File: config.mk
export PLATFORM = sky130hd
export DESIGN_NAME = flash_cmd_seq
export DESIGN_NICKNAME = d
export VERILOG_FILES = /design/src/verilog/flash_pkg.sv /design/src/verilog/status_if.sv /design/src/verilog/flash_cmd_seq.sv /design/src/verilog/pin_sync.sv /design/src/verilog/status_file.sv
export SDC_FILE = /design/constraint.sdc
export NUM_CORES = 1
export LEC_CHECK = 0
export ABC_AREA = 1
export BUFFER_PORTS_ARGS = -buffer_cell sky130_fd_sc_hd__buf_4
export CAP_MARGIN = 20
export CORE_MARGIN = 2
export CORE_UTILIZATION = 54
export DETAILED_ROUTE_END_ITERATION = 10
export PLACE_DENSITY = 0.76
export SLEW_MARGIN = 20
export SYNTH_ARGS = -nofsm -noshare
export SYNTH_HDL_FRONTEND = slang
export SYNTH_SLANG_ARGS = --single-unit
File: constraint.sdc
create_clock -name sys_clk -period 2.13 [get_ports sys_clk]
set_input_delay 0.213 -clock sys_clk [delete_from_list [all_inputs] [get_ports sys_clk]]
set_output_delay 0.213 -clock sys_clk [all_outputs]
set_load 0.05 [all_outputs]
File: src/verilog/flash_pkg.sv
// constants, types and helpers shared by the status/read command sequencer
// assumes one 50 MHz system clock; serial pins arrive asynchronous to it
package flash_pkg;

   // instruction codes
   localparam logic [7:0] OP_WREN = 8'h06;
   localparam logic [7:0] OP_VWREN = 8'h50;
   localparam logic [7:0] OP_WRDI = 8'h04;
   localparam logic [7:0] OP_RDSR1 = 8'h05;
   localparam logic [7:0] OP_RDSR2 = 8'h35;
   localparam logic [7:0] OP_RDSR3 = 8'h15;
   localparam logic [7:0] OP_WRSR1 = 8'h01;
   localparam logic [7:0] OP_WRSR2 = 8'h31;
   localparam logic [7:0] OP_WRSR3 = 8'h11;
   localparam logic [7:0] OP_READ = 8'h03;
   localparam logic [7:0] OP_FREAD = 8'h0B;
   localparam logic [7:0] OP_DREAD = 8'h3B;
   localparam logic [7:0] OP_QREAD = 8'h6B;

   // status register layout
   localparam int SR1_BUSY_BIT = 0;
   localparam int SR1_WEL_BIT = 1;
   localparam int SR2_QE_BIT = 1;
   localparam logic [7:0] SR1_WMASK = 8'hFC; // protect_0, sector, top/bottom, block_protect
   localparam logic [7:0] SR2_WMASK = 8'h7B; // complement, lock[3:1], quad_enable, protect_1
   localparam logic [7:0] SR3_WMASK = 8'hE6; // hold/reset, drive[1:0], wp select, addr mode
   localparam logic [7:0] SR2_NV_KEEP = 8'h38; // one-time lock bits never clear
   localparam logic [7:0] SR2_VOL_KEEP = 8'h39; // volatile write also keeps protect_1
   localparam logic [7:0] SR_NO_KEEP = 8'h00;

   // stored values restored at power-up
   localparam logic [7:0] SR1_NV_INIT = 8'h00;
   localparam logic [7:0] SR2_NV_INIT = 8'h00;
   localparam logic [7:0] SR3_NV_INIT = 8'h60;

   // serial framing, counted in serial clocks
   localparam logic [4:0] BYTE_LAST = 5'h07;
   localparam logic [4:0] WORD_LAST = 5'h0F;
   localparam logic [4:0] ADDR_LAST = 5'h17;
   localparam logic [4:0] DUMMY_LAST = 5'h07;
   localparam logic [4:0] ONE_BYTE = 5'h08;
   localparam logic [4:0] TWO_BYTES = 5'h10;

   // output lane widths (bits per serial clock)
   localparam logic [2:0] LANE_SINGLE = 3'h1;
   localparam logic [2:0] LANE_DUAL = 3'h2;
   localparam logic [2:0] LANE_QUAD = 3'h4;

   // timing
   localparam int SYS_CLK_MHZ = 50;
   localparam int SYS_CLK_PERIOD_NS = 20;
   localparam int STATUS_WRITE_TIME_US = 10000;
   localparam int STATUS_WRITE_CYCLES_DEF = STATUS_WRITE_TIME_US * SYS_CLK_MHZ;
   localparam int VOLATILE_REFRESH_TIME_NS = 50;
   localparam int VOL_REFRESH_RAW = VOLATILE_REFRESH_TIME_NS / SYS_CLK_PERIOD_NS;
   localparam int VOL_REFRESH_CYCLES = (VOL_REFRESH_RAW < 1) ? 1 : VOL_REFRESH_RAW;
   localparam int WAIT_W = 24;

   // sequencer states, gray along opcode -> addr -> dummy -> data
   typedef enum logic [2:0] {
      ST_OPCODE = 3'b000,
      ST_ADDR = 3'b001,
      ST_DUMMY = 3'b011,
      ST_DATA = 3'b010,
      ST_WSR = 3'b110,
      ST_IGNORE = 3'b100
   } seq_state_t;

   // merge written data into writable bits, keeping sticky ones set
   function automatic logic [7:0] merge_status(input logic [7:0] old, input logic [7:0] data,
                                               input logic [7:0] wmask, input logic [7:0] keep);
      merge_status = (old & ~wmask) | (data & wmask) | (old & keep);
   endfunction : merge_status

endpackage : flash_pkg

File: src/verilog/status_if.sv
// carrier between the command sequencer and the status register file
// assumes both ends run on sys_clk
`timescale 1ns/1ps
interface status_if;
   logic wr_en;
   logic wr_nv;
   logic [2:0] wr_sel;
   logic [2:0][7:0] wr_data;
   logic reload;
   logic [2:0][7:0] sr_val;

   modport owner (input wr_en, input wr_nv, input wr_sel, input wr_data, input reload,
                  output sr_val);
   modport user (output wr_en, output wr_nv, output wr_sel, output wr_data, output reload,
                 input sr_val);
endinterface : status_if
File: src/verilog/flash_cmd_seq.sv
// serial flash command sequencer: status, write-enable and output-read instructions
// assumes an array read port on sys_clk with data one cycle after mem_rd,
// and that program/erase logic elsewhere reports array_busy and array_done
//
// Behaviour
// - volatile enable arms status write, latch untouched
// - write-disable clears the write enable latch
// - latch clears at reset and operation completion
// - 05h/35h/15h shift status 1/2/3 MSB first
// - status reads always accepted, repeat until deselect
// - only listed status bits are writable
// - lock bits sticky; volatile keeps protect_1 set
// - stored status write needs latch set first
// - volatile write needs 50h just before, latch 0
// - reset reloads stored status into live copy
// - stored write busy for write time, clears latch
// - volatile write lands quickly, busy stays 0
// - 01h with 16 bits writes registers 1 and 2
// - read takes 24-bit address, returns bytes MSB first
// - address increments after every output byte
// - read while busy is ignored
// - fast read adds eight dummy clocks
// - dual read returns two bits per clock
// - quad read only accepted with quad enable set
// - dual: odd bits on IO1, even on IO0
// - quad: high nibble then low nibble
// - write-enable sets the write enable latch
`timescale 1ns/1ps
module flash_cmd_seq #(
   parameter int STATUS_WRITE_CYCLES = flash_pkg::STATUS_WRITE_CYCLES_DEF
) (
   // clock and reset
   input wire logic sys_clk,
   input wire logic reset,
   // serial pins
   input wire logic spi_clk,
   input wire logic cs_n,
   input wire logic [3:0] io_in,
   output logic [3:0] io_out,
   output logic [3:0] io_oe,
   // array read port
   output logic [23:0] mem_addr,
   output logic mem_rd,
   input wire logic [7:0] mem_rdata,
   // neighbouring operations
   input wire logic array_busy,
   input wire logic array_done,
   input wire logic soft_reset,
   // status view
   output logic busy,
   output logic write_enable_latch,
   output logic quad_enable,
   output logic [7:0] status_reg1,
   output logic [7:0] status_reg2,
   output logic [7:0] status_reg3
);
   import flash_pkg::*;

   status_if st ();

   logic cs_n_s;
   logic [3:0] io_s;
   logic clk_rise;
   logic clk_fall;
   logic cs_rise;
   seq_state_t state_reg;
   logic [4:0] bit_cnt_reg;
   logic [7:0] op_reg;
   logic [7:0] shift_reg;
   logic [7:0] shift_next;
   logic [2:0] lane_reg;
   logic from_status_reg;
   logic [1:0] sr_sel_reg;
   logic single_ok_reg;
   logic [7:0] wsr_lo_reg;
   logic [7:0] wsr_hi_reg;
   logic [23:0] addr_reg;
   logic fetch_reg;
   logic capture_reg;
   logic [7:0] next_byte_reg;
   logic [7:0] out_sh_reg;
   logic [2:0] out_pos_reg;
   logic [3:0] io_out_reg;
   logic [3:0] io_oe_reg;
   logic wel_reg;
   logic vol_arm_reg;
   logic nv_pend_reg;
   logic vol_pend_reg;
   logic [WAIT_W-1:0] wait_reg;
   logic wr_pulse_reg;
   logic wr_nv_reg;
   logic [2:0] pend_sel_reg;
   logic [2:0][7:0] pend_data_reg;
   logic rx;
   logic fx;
   logic load_byte;
   logic [7:0] out_src;
   logic wsr_ok;

   pin_sync u_sync (
      .sys_clk(sys_clk),
      .reset(reset),
      .spi_clk(spi_clk),
      .cs_n(cs_n),
      .io_in(io_in),
      .cs_n_sync(cs_n_s),
      .io_sync(io_s),
      .clk_rise(clk_rise),
      .clk_fall(clk_fall),
      .cs_rise(cs_rise)
   );

   status_file u_status (
      .sys_clk(sys_clk),
      .reset(reset),
      .st(st.owner)
   );

   // live status bytes; busy and the latch are not stored bits
   assign busy = nv_pend_reg | array_busy;
   assign status_reg1 = {st.sr_val[0][7:2], wel_reg, busy};
   assign status_reg2 = st.sr_val[1];
   assign status_reg3 = st.sr_val[2];
   assign quad_enable = st.sr_val[1][SR2_QE_BIT];
   assign write_enable_latch = wel_reg;

   // serial edges only count while selected
   assign rx = clk_rise & ~cs_n_s;
   assign fx = clk_fall & ~cs_n_s;
   assign shift_next = {shift_reg[6:0], io_s[0]};

   // instruction, address, dummy and write-data framing on rising edges
   always_ff @(posedge sys_clk) begin
      if (reset || cs_n_s) begin
         state_reg <= ST_OPCODE;
         bit_cnt_reg <= 5'h00;
         single_ok_reg <= 1'b0;
      end else if (rx) begin
         shift_reg <= shift_next;
         bit_cnt_reg <= bit_cnt_reg + 5'h01;
         case (state_reg)
            ST_OPCODE: begin
               if (bit_cnt_reg == BYTE_LAST) begin
                  op_reg <= shift_next;
                  bit_cnt_reg <= 5'h00;
                  lane_reg <= LANE_SINGLE;
                  from_status_reg <= 1'b0;
                  state_reg <= ST_IGNORE;
                  if (shift_next == OP_RDSR1 || shift_next == OP_RDSR2 ||
                      shift_next == OP_RDSR3) begin
                     from_status_reg <= 1'b1;
                     sr_sel_reg <= (shift_next == OP_RDSR1) ? 2'h0 :
                                   (shift_next == OP_RDSR2) ? 2'h1 : 2'h2;
                     state_reg <= ST_DATA;
                  end else if (busy) begin
                     state_reg <= ST_IGNORE;
                  end else if (shift_next == OP_READ || shift_next == OP_FREAD) begin
                     state_reg <= ST_ADDR;
                  end else if (shift_next == OP_DREAD) begin
                     lane_reg <= LANE_DUAL;
                     state_reg <= ST_ADDR;
                  end else if (shift_next == OP_QREAD && quad_enable) begin
                     lane_reg <= LANE_QUAD;
                     state_reg <= ST_ADDR;
                  end else if (shift_next == OP_WRSR1 || shift_next == OP_WRSR2 ||
                               shift_next == OP_WRSR3) begin
                     state_reg <= ST_WSR;
                  end else begin
                     // quad read without enable also lands here and never drives
                     single_ok_reg <= 1'b1;
                  end
               end
            end
            ST_ADDR: begin
               if (bit_cnt_reg == ADDR_LAST) begin
                  bit_cnt_reg <= 5'h00;
                  state_reg <= (op_reg == OP_READ) ? ST_DATA : ST_DUMMY;
               end
            end
            ST_DUMMY: begin
               if (bit_cnt_reg == DUMMY_LAST) begin
                  state_reg <= ST_DATA;
               end
            end
            ST_WSR: begin
               if (bit_cnt_reg == BYTE_LAST) begin
                  wsr_lo_reg <= shift_next;
               end
               if (bit_cnt_reg == WORD_LAST) begin
                  wsr_hi_reg <= shift_next;
               end
               if (bit_cnt_reg == TWO_BYTES) begin
                  state_reg <= ST_IGNORE;
               end
            end
            ST_IGNORE: begin
               // extra clocks spoil a one-byte instruction
               single_ok_reg <= 1'b0;
            end
            default: begin
            end
         endcase
      end
   end

   // address shifting, array fetch one byte ahead, post-increment
   always_ff @(posedge sys_clk) begin
      if (reset) begin
         addr_reg <= 24'h000000;
         fetch_reg <= 1'b0;
         capture_reg <= 1'b0;
         next_byte_reg <= 8'h00;
      end else begin
         fetch_reg <= 1'b0;
         capture_reg <= fetch_reg;
         if (rx && state_reg == ST_ADDR) begin
            addr_reg <= {addr_reg[22:0], io_s[0]};
            fetch_reg <= (bit_cnt_reg == ADDR_LAST);
         end else if (load_byte && !from_status_reg) begin
            fetch_reg <= 1'b1;
         end
         if (capture_reg) begin
            next_byte_reg <= mem_rdata;
            addr_reg <= addr_reg + 24'h000001;
         end
      end
   end

   assign mem_addr = addr_reg;
   assign mem_rd = fetch_reg;

   // byte boundary on a falling edge; status bytes are sampled live so busy polls
   assign load_byte = fx && state_reg == ST_DATA && out_pos_reg == 3'h0;
   assign out_src = from_status_reg ?
                    ((sr_sel_reg == 2'h0) ? status_reg1 :
                     (sr_sel_reg == 2'h1) ? status_reg2 : status_reg3) : next_byte_reg;

   // output shifter on falling edges; IO1 carries single-lane data
   always_ff @(posedge sys_clk) begin
      if (reset || cs_n_s) begin
         out_pos_reg <= 3'h0;
         out_sh_reg <= 8'h00;
         io_out_reg <= 4'h0;
         io_oe_reg <= 4'h0;
      end else if (fx && state_reg == ST_DATA) begin
         out_pos_reg <= out_pos_reg + lane_reg; // lanes 1/2/4 wrap at eight bits
         if (lane_reg == LANE_QUAD) begin
            io_out_reg <= load_byte ? out_src[7:4] : out_sh_reg[7:4];
            io_oe_reg <= 4'hF;
         end else if (lane_reg == LANE_DUAL) begin
            io_out_reg <= {2'h0, load_byte ? out_src[7:6] : out_sh_reg[7:6]};
            io_oe_reg <= 4'h3;
         end else begin
            io_out_reg <= {2'h0, load_byte ? out_src[7] : out_sh_reg[7], 1'b0};
            io_oe_reg <= 4'h2;
         end
         out_sh_reg <= (load_byte ? out_src : out_sh_reg) << lane_reg;
      end
   end

   assign io_out = io_out_reg;
   assign io_oe = io_oe_reg;

   // write enable latch and volatile arm; a latch set wins over a same-cycle clear, a soft reset clears the arm
   always_ff @(posedge sys_clk) begin
      if (reset) begin
         wel_reg <= 1'b0;
         vol_arm_reg <= 1'b0;
      end else begin
         if (array_done || soft_reset || (wr_pulse_reg && wr_nv_reg)) begin
            wel_reg <= 1'b0;
         end
         if (cs_rise) begin
            vol_arm_reg <= 1'b0;
            if (state_reg == ST_IGNORE && single_ok_reg) begin
               if (op_reg == OP_WRDI) begin
                  wel_reg <= 1'b0;
               end else if (op_reg == OP_WREN) begin
                  wel_reg <= 1'b1;
               end else if (op_reg == OP_VWREN) begin
                  vol_arm_reg <= 1'b1;
               end
            end
         end
         if (soft_reset) begin
            vol_arm_reg <= 1'b0;
         end
      end
   end

   // status write accepted only on a whole byte, or two bytes for 01h
   assign wsr_ok = state_reg == ST_WSR &&
                   (bit_cnt_reg == ONE_BYTE ||
                    (bit_cnt_reg == TWO_BYTES && op_reg == OP_WRSR1));

   // status write scheduling: timed stored write or quick volatile refresh
   always_ff @(posedge sys_clk) begin
      if (reset || soft_reset) begin
         nv_pend_reg <= 1'b0;
         vol_pend_reg <= 1'b0;
         wait_reg <= '0;
         wr_pulse_reg <= 1'b0;
         wr_nv_reg <= 1'b0;
         pend_sel_reg <= 3'h0;
         pend_data_reg <= '0;
      end else begin
         wr_pulse_reg <= 1'b0;
         if (cs_rise && wsr_ok && (wel_reg || vol_arm_reg)) begin
            nv_pend_reg <= wel_reg;
            vol_pend_reg <= ~wel_reg;
            wr_nv_reg <= wel_reg;
            wait_reg <= wel_reg ? WAIT_W'(STATUS_WRITE_CYCLES) : WAIT_W'(VOL_REFRESH_CYCLES);
            if (op_reg == OP_WRSR1) begin
               pend_sel_reg <= (bit_cnt_reg == TWO_BYTES) ? 3'h3 : 3'h1;
               pend_data_reg <= {8'h00, wsr_hi_reg, wsr_lo_reg};
            end else if (op_reg == OP_WRSR2) begin
               pend_sel_reg <= 3'h2;
               pend_data_reg <= {8'h00, wsr_lo_reg, 8'h00};
            end else begin
               pend_sel_reg <= 3'h4;
               pend_data_reg <= {wsr_lo_reg, 16'h0000};
            end
         end else if (nv_pend_reg || vol_pend_reg) begin
            wait_reg <= wait_reg - WAIT_W'(1);
            if (wait_reg == WAIT_W'(1)) begin
               nv_pend_reg <= 1'b0;
               vol_pend_reg <= 1'b0;
               wr_pulse_reg <= 1'b1;
            end
         end
      end
   end

   assign st.wr_en = wr_pulse_reg;
   assign st.wr_nv = wr_nv_reg;
   assign st.wr_sel = pend_sel_reg;
   assign st.wr_data = pend_data_reg;
   assign st.reload = soft_reset;

endmodule : flash_cmd_seq

File: src/verilog/pin_sync.sv
// two-flop synchronisers for the serial pins plus clock and select edge finders
// assumes pins are asynchronous to sys_clk and the serial clock is far slower
`timescale 1ns/1ps
module pin_sync (
   // clock and reset
   input wire logic sys_clk,
   input wire logic reset,
   // raw pins
   input wire logic spi_clk,
   input wire logic cs_n,
   input wire logic [3:0] io_in,
   // synchronised view
   output logic cs_n_sync,
   output logic [3:0] io_sync,
   output logic clk_rise,
   output logic clk_fall,
   output logic cs_rise
);
   logic [5:0] meta_reg;
   logic [5:0] sync_reg;
   logic clk_prev_reg;
   logic cs_prev_reg;

   // only sync_reg reads meta_reg
   always_ff @(posedge sys_clk) begin
      if (reset) begin
         meta_reg <= 6'h02;
         sync_reg <= 6'h02;
      end else begin
         meta_reg <= {io_in, cs_n, spi_clk};
         sync_reg <= meta_reg;
      end
   end

   // previous values for edge detection
   always_ff @(posedge sys_clk) begin
      if (reset) begin
         clk_prev_reg <= 1'b0;
         cs_prev_reg <= 1'b1;
      end else begin
         clk_prev_reg <= sync_reg[0];
         cs_prev_reg <= sync_reg[1];
      end
   end

   assign cs_n_sync = sync_reg[1];
   assign io_sync = sync_reg[5:2];
   assign clk_rise = sync_reg[0] & ~clk_prev_reg;
   assign clk_fall = ~sync_reg[0] & clk_prev_reg;
   assign cs_rise = sync_reg[1] & ~cs_prev_reg;

endmodule : pin_sync

File: src/verilog/status_file.sv
// stored and live copies of the three status registers
// assumes writes arrive already qualified by the sequencer
`timescale 1ns/1ps
module status_file (
   // clock and reset
   input wire logic sys_clk,
   input wire logic reset,
   // sequencer side
   status_if.owner st
);
   import flash_pkg::*;

   logic [2:0][7:0] nv_reg;
   logic [2:0][7:0] vol_reg;

   function automatic logic [7:0] wmask_of(input int i);
      wmask_of = (i == 0) ? SR1_WMASK : (i == 1) ? SR2_WMASK : SR3_WMASK;
   endfunction : wmask_of

   // stored copy: only touched by a timed non-volatile write
   always_ff @(posedge sys_clk) begin
      if (reset) begin
         nv_reg <= {SR3_NV_INIT, SR2_NV_INIT, SR1_NV_INIT};
      end else if (st.wr_en && st.wr_nv) begin
         for (int i = 0; i < 3; i++) begin
            if (st.wr_sel[i]) begin
               nv_reg[i] <= merge_status(nv_reg[i], st.wr_data[i], wmask_of(i),
                                         (i == 1) ? SR2_NV_KEEP : SR_NO_KEEP);
            end
         end
      end
   end

   // live copy: follows stored writes, takes volatile writes, reloads on soft reset
   always_ff @(posedge sys_clk) begin
      if (reset) begin
         vol_reg <= {SR3_NV_INIT, SR2_NV_INIT, SR1_NV_INIT};
      end else if (st.reload) begin
         vol_reg <= nv_reg;
      end else if (st.wr_en) begin
         for (int i = 0; i < 3; i++) begin
            if (st.wr_sel[i] && st.wr_nv) begin
               vol_reg[i] <= merge_status(nv_reg[i], st.wr_data[i], wmask_of(i),
                                          (i == 1) ? SR2_NV_KEEP : SR_NO_KEEP);
            end else if (st.wr_sel[i]) begin
               vol_reg[i] <= merge_status(vol_reg[i], st.wr_data[i], wmask_of(i),
                                          (i == 1) ? SR2_VOL_KEEP : SR_NO_KEEP);
            end
         end
      end
   end

   assign st.sr_val = vol_reg;

endmodule : status_file

-- Yosys cells after proc, flatten, opt, wreduce, memory -nomap -nowiden
Index checks and enable logic that the tools add are counted.
- register bits: 211
- latch bits: 0
- input bits: 19
- RAM bits: 0
- memory bits (read-only): 0
- memories: 0
- word-level logic and storage cells: 235
- $add $sub $neg: 4
- bitwise gates (word level): 21
- shift-type cells: 1
- $mul: 0
- mux-type cells: 72
- reductions and logical operators: 57
- divide/modulo/power cells: 0
- $lt $le $gt $ge: 0
- eq/ne operators: 40
- operators with widths (operator ; count):
    two-way mux 24 bit ; 8
    two-way mux 8 bit ; 10
    two-way mux 3 bit ; 12
    == test 8 x 6 -> 1 bit (second input constant) ; 4
    two-way mux 1 bit ; 27
    adder 24 x 1 -> 24 bit (second input constant) ; 1
    == test 24 x 1 -> 1 bit (second input constant) ; 1
    == test 8 x 3 -> 1 bit (second input constant) ; 3
    subtractor 24 x 1 -> 24 bit (second input constant) ; 1
    two-way mux 19 bit ; 1
    == test 8 x 1 -> 1 bit (second input constant) ; 2
    == test 8 x 2 -> 1 bit (second input constant) ; 2
    == test 8 x 5 -> 1 bit (second input constant) ; 2
    == test 8 x 7 -> 1 bit (second input constant) ; 2
    inequality test 2 bit (second input constant) ; 8
    bitwise OR 2 x 8 -> 8 bit ; 2
    bitwise OR 5 x 8 -> 8 bit ; 2
    bitwise OR 8 x 6 -> 8 bit ; 2
    bitwise OR 8 x 7 -> 8 bit ; 2
    AND reduction 2 bit ; 8
    logical AND 1 bit ; 14
    logical OR 1 bit ; 12
    two-way mux 2 bit ; 6
    two-way mux 4 bit ; 3
    32 further kinds ; 60

-- Logic depth before layout (Yosys ltp)
- word-level depth: 11
- mapped depth: 15
- depth with buffers taken out: 15

-- Modules after synthesis
Synthesis repeated with hierarchy kept, for this count alone.
- cell total of the unflattened synthesis: 1284
- area, all modules: 9554.2 µm²
- modules (own cells, without submodules) (module ; area each (µm²) ; instances ; cells an instance):
    flash_cmd_seq ; 7684.9 ; 1 ; 1035
    status_file ; 1423.9 ; 1 ; 197
    pin_sync ; 445.4 ; 1 ; 52

-- Worst setup path before layout
OpenSTA, ideal clock, no wires.
- kind: reg-to-reg
- start point: reg u_sync.sync_reg[1]
- end point: reg from_status_reg (enable)
- required time: 1.750 ns
- arrival: 1.782 ns
- stages on the path, launching flop included: 6
- setup slack: -0.032 ns
- period minus slack after synthesis: 2.162 ns
- cells stage by stage: dfxtp_1 > nor2_1 > inv_1 > nor2_1 > nand2_1 > nor2_1
- word-level cells in the longest chain between the ends: 3
- elaborated cells between the ends (all ways): 5
- classes of those cells: bitwise: 3; reduce/logical: 2
- ends and longest elaborated chain (what ; RTL line ; RTL):
    start, declared ; pin_sync.sv:20 ; logic [5:0] sync_reg;
    start signal, assigned ; pin_sync.sv:31 ; sync_reg <= meta_reg;
    inverter 1 bit or logical OR 1 bit (tied branches) ; flash_cmd_seq.sv:128, flash_cmd_seq.sv:134 ;
    AND 1 bit or inverter 1 bit (tied branches) ; - ;
    AND reduction 4 bit (no source line) (*) ; - ;
    end signal, assigned ; flash_cmd_seq.sv:147 ; from_status_reg <= 1'b0;
    end signal, assigned ; flash_cmd_seq.sv:151 ; from_status_reg <= 1'b1;
    end, declared ; flash_cmd_seq.sv:72 ; logic from_status_reg;
Mark *: on every way between the ends. The rest lies on a longest branch, timed or not.
A chain may end at the register's enable or synchronous reset.

-- Worst setup path in the final report
- start point: reg addr_reg[1] (netlist: mem_addr[1])
- end point: reg addr_reg[22] (netlist: mem_addr[22])
- word-level cells in the longest chain between the ends: 2
- ends and longest elaborated chain (what ; RTL line ; RTL):
    start, declared ; flash_cmd_seq.sv:77 ; logic [23:0] addr_reg;
    start signal, assigned ; flash_cmd_seq.sv:217 ; addr_reg <= {addr_reg[22:0], io_s[0]};
    start signal, assigned ; flash_cmd_seq.sv:224 ; addr_reg <= addr_reg + 24'h000001;
    adder 24 x 1 -> 24 bit ; flash_cmd_seq.sv:224 ;
    two-way mux 24 bit ; flash_cmd_seq.sv:222 ; if (capture_reg) begin
No other way between the ends.

==> key figures <==
Power and ir drop
  – Sequential share of power: 51.4%
  – Leak: 4.16 nW
  – Peak supply drop: 0.000583 V
  – Switching power: about 0.0018 W
  – Switching Fraction: between 20% and 30%
  – Cell-internal power: between 0.005 and 0.006 W
  – Clk network pwr share: approximately 45%
  – Comb power frac: between 3 and 4%
  – Cell Pwr Density: about 680 nW/um^2

Detailed routing
  – Max layer used: met4
  – Met3 wire len: about 1200 um
  – Residual DRC: 0
  – Met1 WL: around 9800 um
  – Via count: approximately 8000
  – DR WL/cell: approximately 15 um
  – Number of routed nets with antenna violations: 0
  – Routed WL: approximately 22000 um
  – Drt pass-1 iters: 7
  – DR iter-0 viols: about 730
  – Met2 wire len: between 10000 and 15000 um
  – Post-DR vias/cell: around 5.4

Critical path
  – Critical path data required time: roughly 2500 ps
  – CP startpoint kind: register
  – Crit path kind: register to register
  – Crit Path Max Fanout: 5
  – Worst setup EP type: register
  – CP arrival: 2260 ps
  – FF-to-FF path depth: 11

Clocking
  – CTS tree: yes
  – Clk_lat worst skew: 450 ps
  – Clock sink count: 188
  – Clock Path Buffers: 2
  – Root Driver: clkbuf_16
  – TritonCTS Buffers: 17
  – CTS H-Tree Depth: 4
  – Setup repair bufs after CTS: 0
  – CTS clk-pin slew, worst paths: about 70 ps

Floorplan
  – Core Box Area: ~16000 sq um
  – Die Ht: ~130 um
  – Initial core utilization: a little under three fifths
  – I/O pins: 79
  – Die area: 17500 sq um
  – Die span in x: approximately 130 um
  – Num rows: 46

Place
  – Placed Cells incl. Taps: 1455
  – Area after DPL: between 9000 and 10000 sq um
  – RD Place Congestion: around 0.9
  – Setup WS pre-CTS: 99.8 ps
  – PortBufs: 70
  – Detail Placement HPWL: around 15000 um

Cells and area
  – N_diodes: 0
  – FILL cells: around 1400
  – Final std cells w/o fill: between 1000 and 1500
  – Syn-to-layout area delta: 16.3%
  – Final #Nets: ~1300
  – Finished Cell Area: slightly above 10000 sq um
  – Layout cells sized above 1: 13.4%

Logic synthesis
  – Post-synth top flop: dfxtp_1
  – YS warnings: 0
  – Cells taking the most area after synthesis: dfxtp_1 (34%), edfxtp_1 (12%), nand2_1 (10%)
  – Register area share after synthesis: between 40% and 50%
  – Avg Cell Area, Syn: 7.51 sq um
  – Synth Cell Area: roughly 8900 sq um
  – Distinct cell type count of the synthesized netlist: 50
  – Post-synth top cells: nand2_1 (245), dfxtp_1 (153), nor2_1 (152), inv_1 (129), a21oi_1 (85)
  – Synth area leader: dfxtp_1
  – Yosys reg bits: 188
  – Mapped Cells: about 1200
  – Count of flip-flops with a built-in enable after synthesis: 35
  – Count leader, synth: nand2_1
  – Yosys top cell area share: approximately a third
  – Async S/R FF share, synth: 0%

STA
  – Setup Skew: 9.75 ps
  – Worst-margin pin slew: between 700 and 800 ps
  – Final Hold Viols: 0
  – Setup repair after global routing missed its margin: false
  – Fin crit period: between 1500 and 2000 ps
  – Fin. max-slew vios: 0
  – PnR worst setup slack: about 180 ps
  – Setup TNS: 0 ps
  – Final setup fails: 0
  – Post-route clock period utilization: between 90% and 100%
  – Slew margin rel.: between 40% and 50%
  – Fmax: 513 MHz

Global routing
  – Number of global-route vias before repair: roughly 7400
  – Initial antenna violation count: 0
  – Global-route wire length before repair: roughly 36000 um
  – Grt total ovfl: 0
  – Global-route usage over all layers: around 25%
  – Largest net degree at the start of global routing: 38

Min path
  – Worst min-delay path category: input port to register
  – Hold Crit Depth: 3

Run status
  – Status: finished, final reports clean

Job
  – Max-capacitance violation count: 0
[power groups by stage]
stage | registers (W) | logic, W | clock network, W
2_1_floorplan | 0.00376 | 0.000132 | 0
3_3_place_gp | 0.00373 | 0.000244 | 0
3_5_place_dp | 0.00373 | 0.000246 | 0
4_1_cts | 0.00364 | 0.000262 | 0.00323
5_1_grt | 0.00364 | 0.000282 | 0.00337
6_report | 0.00364 | 0.000262 | 0.00319
[final timing paths]
path | startpoint | end | slack, ps
max | mem_addr[1] | mem_addr[22] | 180
min | mem_rdata[0] | next_byte_reg[0] | 7
max reg2reg | mem_addr[1] | mem_addr[22] | 180
min reg2reg | u_sync.meta_reg[2] | u_sync.sync_reg[2] | 400
[placed cells by master (no fill, tap or decap), types with 2 or more instances in the layout]
cell type,n
a211oi_1,5
a21oi_1,85
a311oi_1,3
a31oi_1,19
a32o_1,3
buf_4,96
clkbuf_16,17
clkinv_1,2
clkinv_4,3
conb_1,5
dfxtp_1,152
dlygate4sd3_1,10
edfxtp_1,35
ha_1,7
inv_1,129
inv_2,9
inv_6,3
inv_8,7
nand2_1,243
nand2_2,6
nand3_1,73
nand4_1,18
nor2_1,151
nor2_2,6
nor2_4,4
nor3_1,23
nor3_2,6
nor4_1,9
o211ai_1,7
o21a_1,2
o21ai_0,65
o21ai_1,9
o22ai_1,16
o31ai_1,3
or2_1,2
or2_2,7
xnor2_1,6
xor2_1,19
[cell type report]
type                    count  area, sq um  share of cell area [%]
multi-input cells         815         4040                    39.0
inverters                 140          526                    5.07
well taps                 216          270                    2.61
repair buffers            106          821                    7.92
clock inverters            15          164                    1.58
flip-flops and latches    188         4120                    39.7
clock buffers              17          425                    4.11
[routing by layer]
metal / vias up / GRT usage [%]
li1: 4081 / -
met1: 3730 / 32.5
met2: 227 / 41.2
met3: 29 / 4.77
met4: 0 / 8.66
met5: - / 0
[per-stage QoR]
step	utilization (%)	hold slack [ps]	power (W)
after floorplan	-	317	0.00389
after global placement	60.4	390	0.00397
after detailed placement	60.4	393	0.00397
after CTS	64.7	5.21	0.00714
after global routing	64.7	19.0	0.00729
final	64.7	6.70	0.00709
[kinds of logic (layout without fill, tap and decap cells)]
logic type / Yosys count / after routing / share of synthesized area [%]
other: 1 / 5 / 0.0421
XOR/XNOR: 25 / 25 / 2.46
AO/OA/AOI/OAI: 222 / 222 / 13.9
buffers and inverters: 186 / 278 / 8.71
adder cells (fa/ha/maj): 8 / 8 / 1.21
AND/OR/NAND/NOR: 555 / 555 / 27.4
flip-flops: 188 / 188 / 46.2
[repair_timing]
action | CTS | global route
hold buffers | 10 | 0
hold endpoints to repair | 11 | 0
endpoints found under the setup margin | 0 | 26
gates resized for setup | 0 | 3
[worst max-delay path, cell delays in order, from the launching register on]
cell and delay [ps]:
dfxtp_1 430, ha_1 210, inv_1 60, nor3_2 170, nand2_1 180, nor2_2 160, nand2_1 120, nor2_1 150
nand2_1 90, xor2_1 150, nand2_1 60, a21oi_1 50
Power figures use the tool's default switching activity.
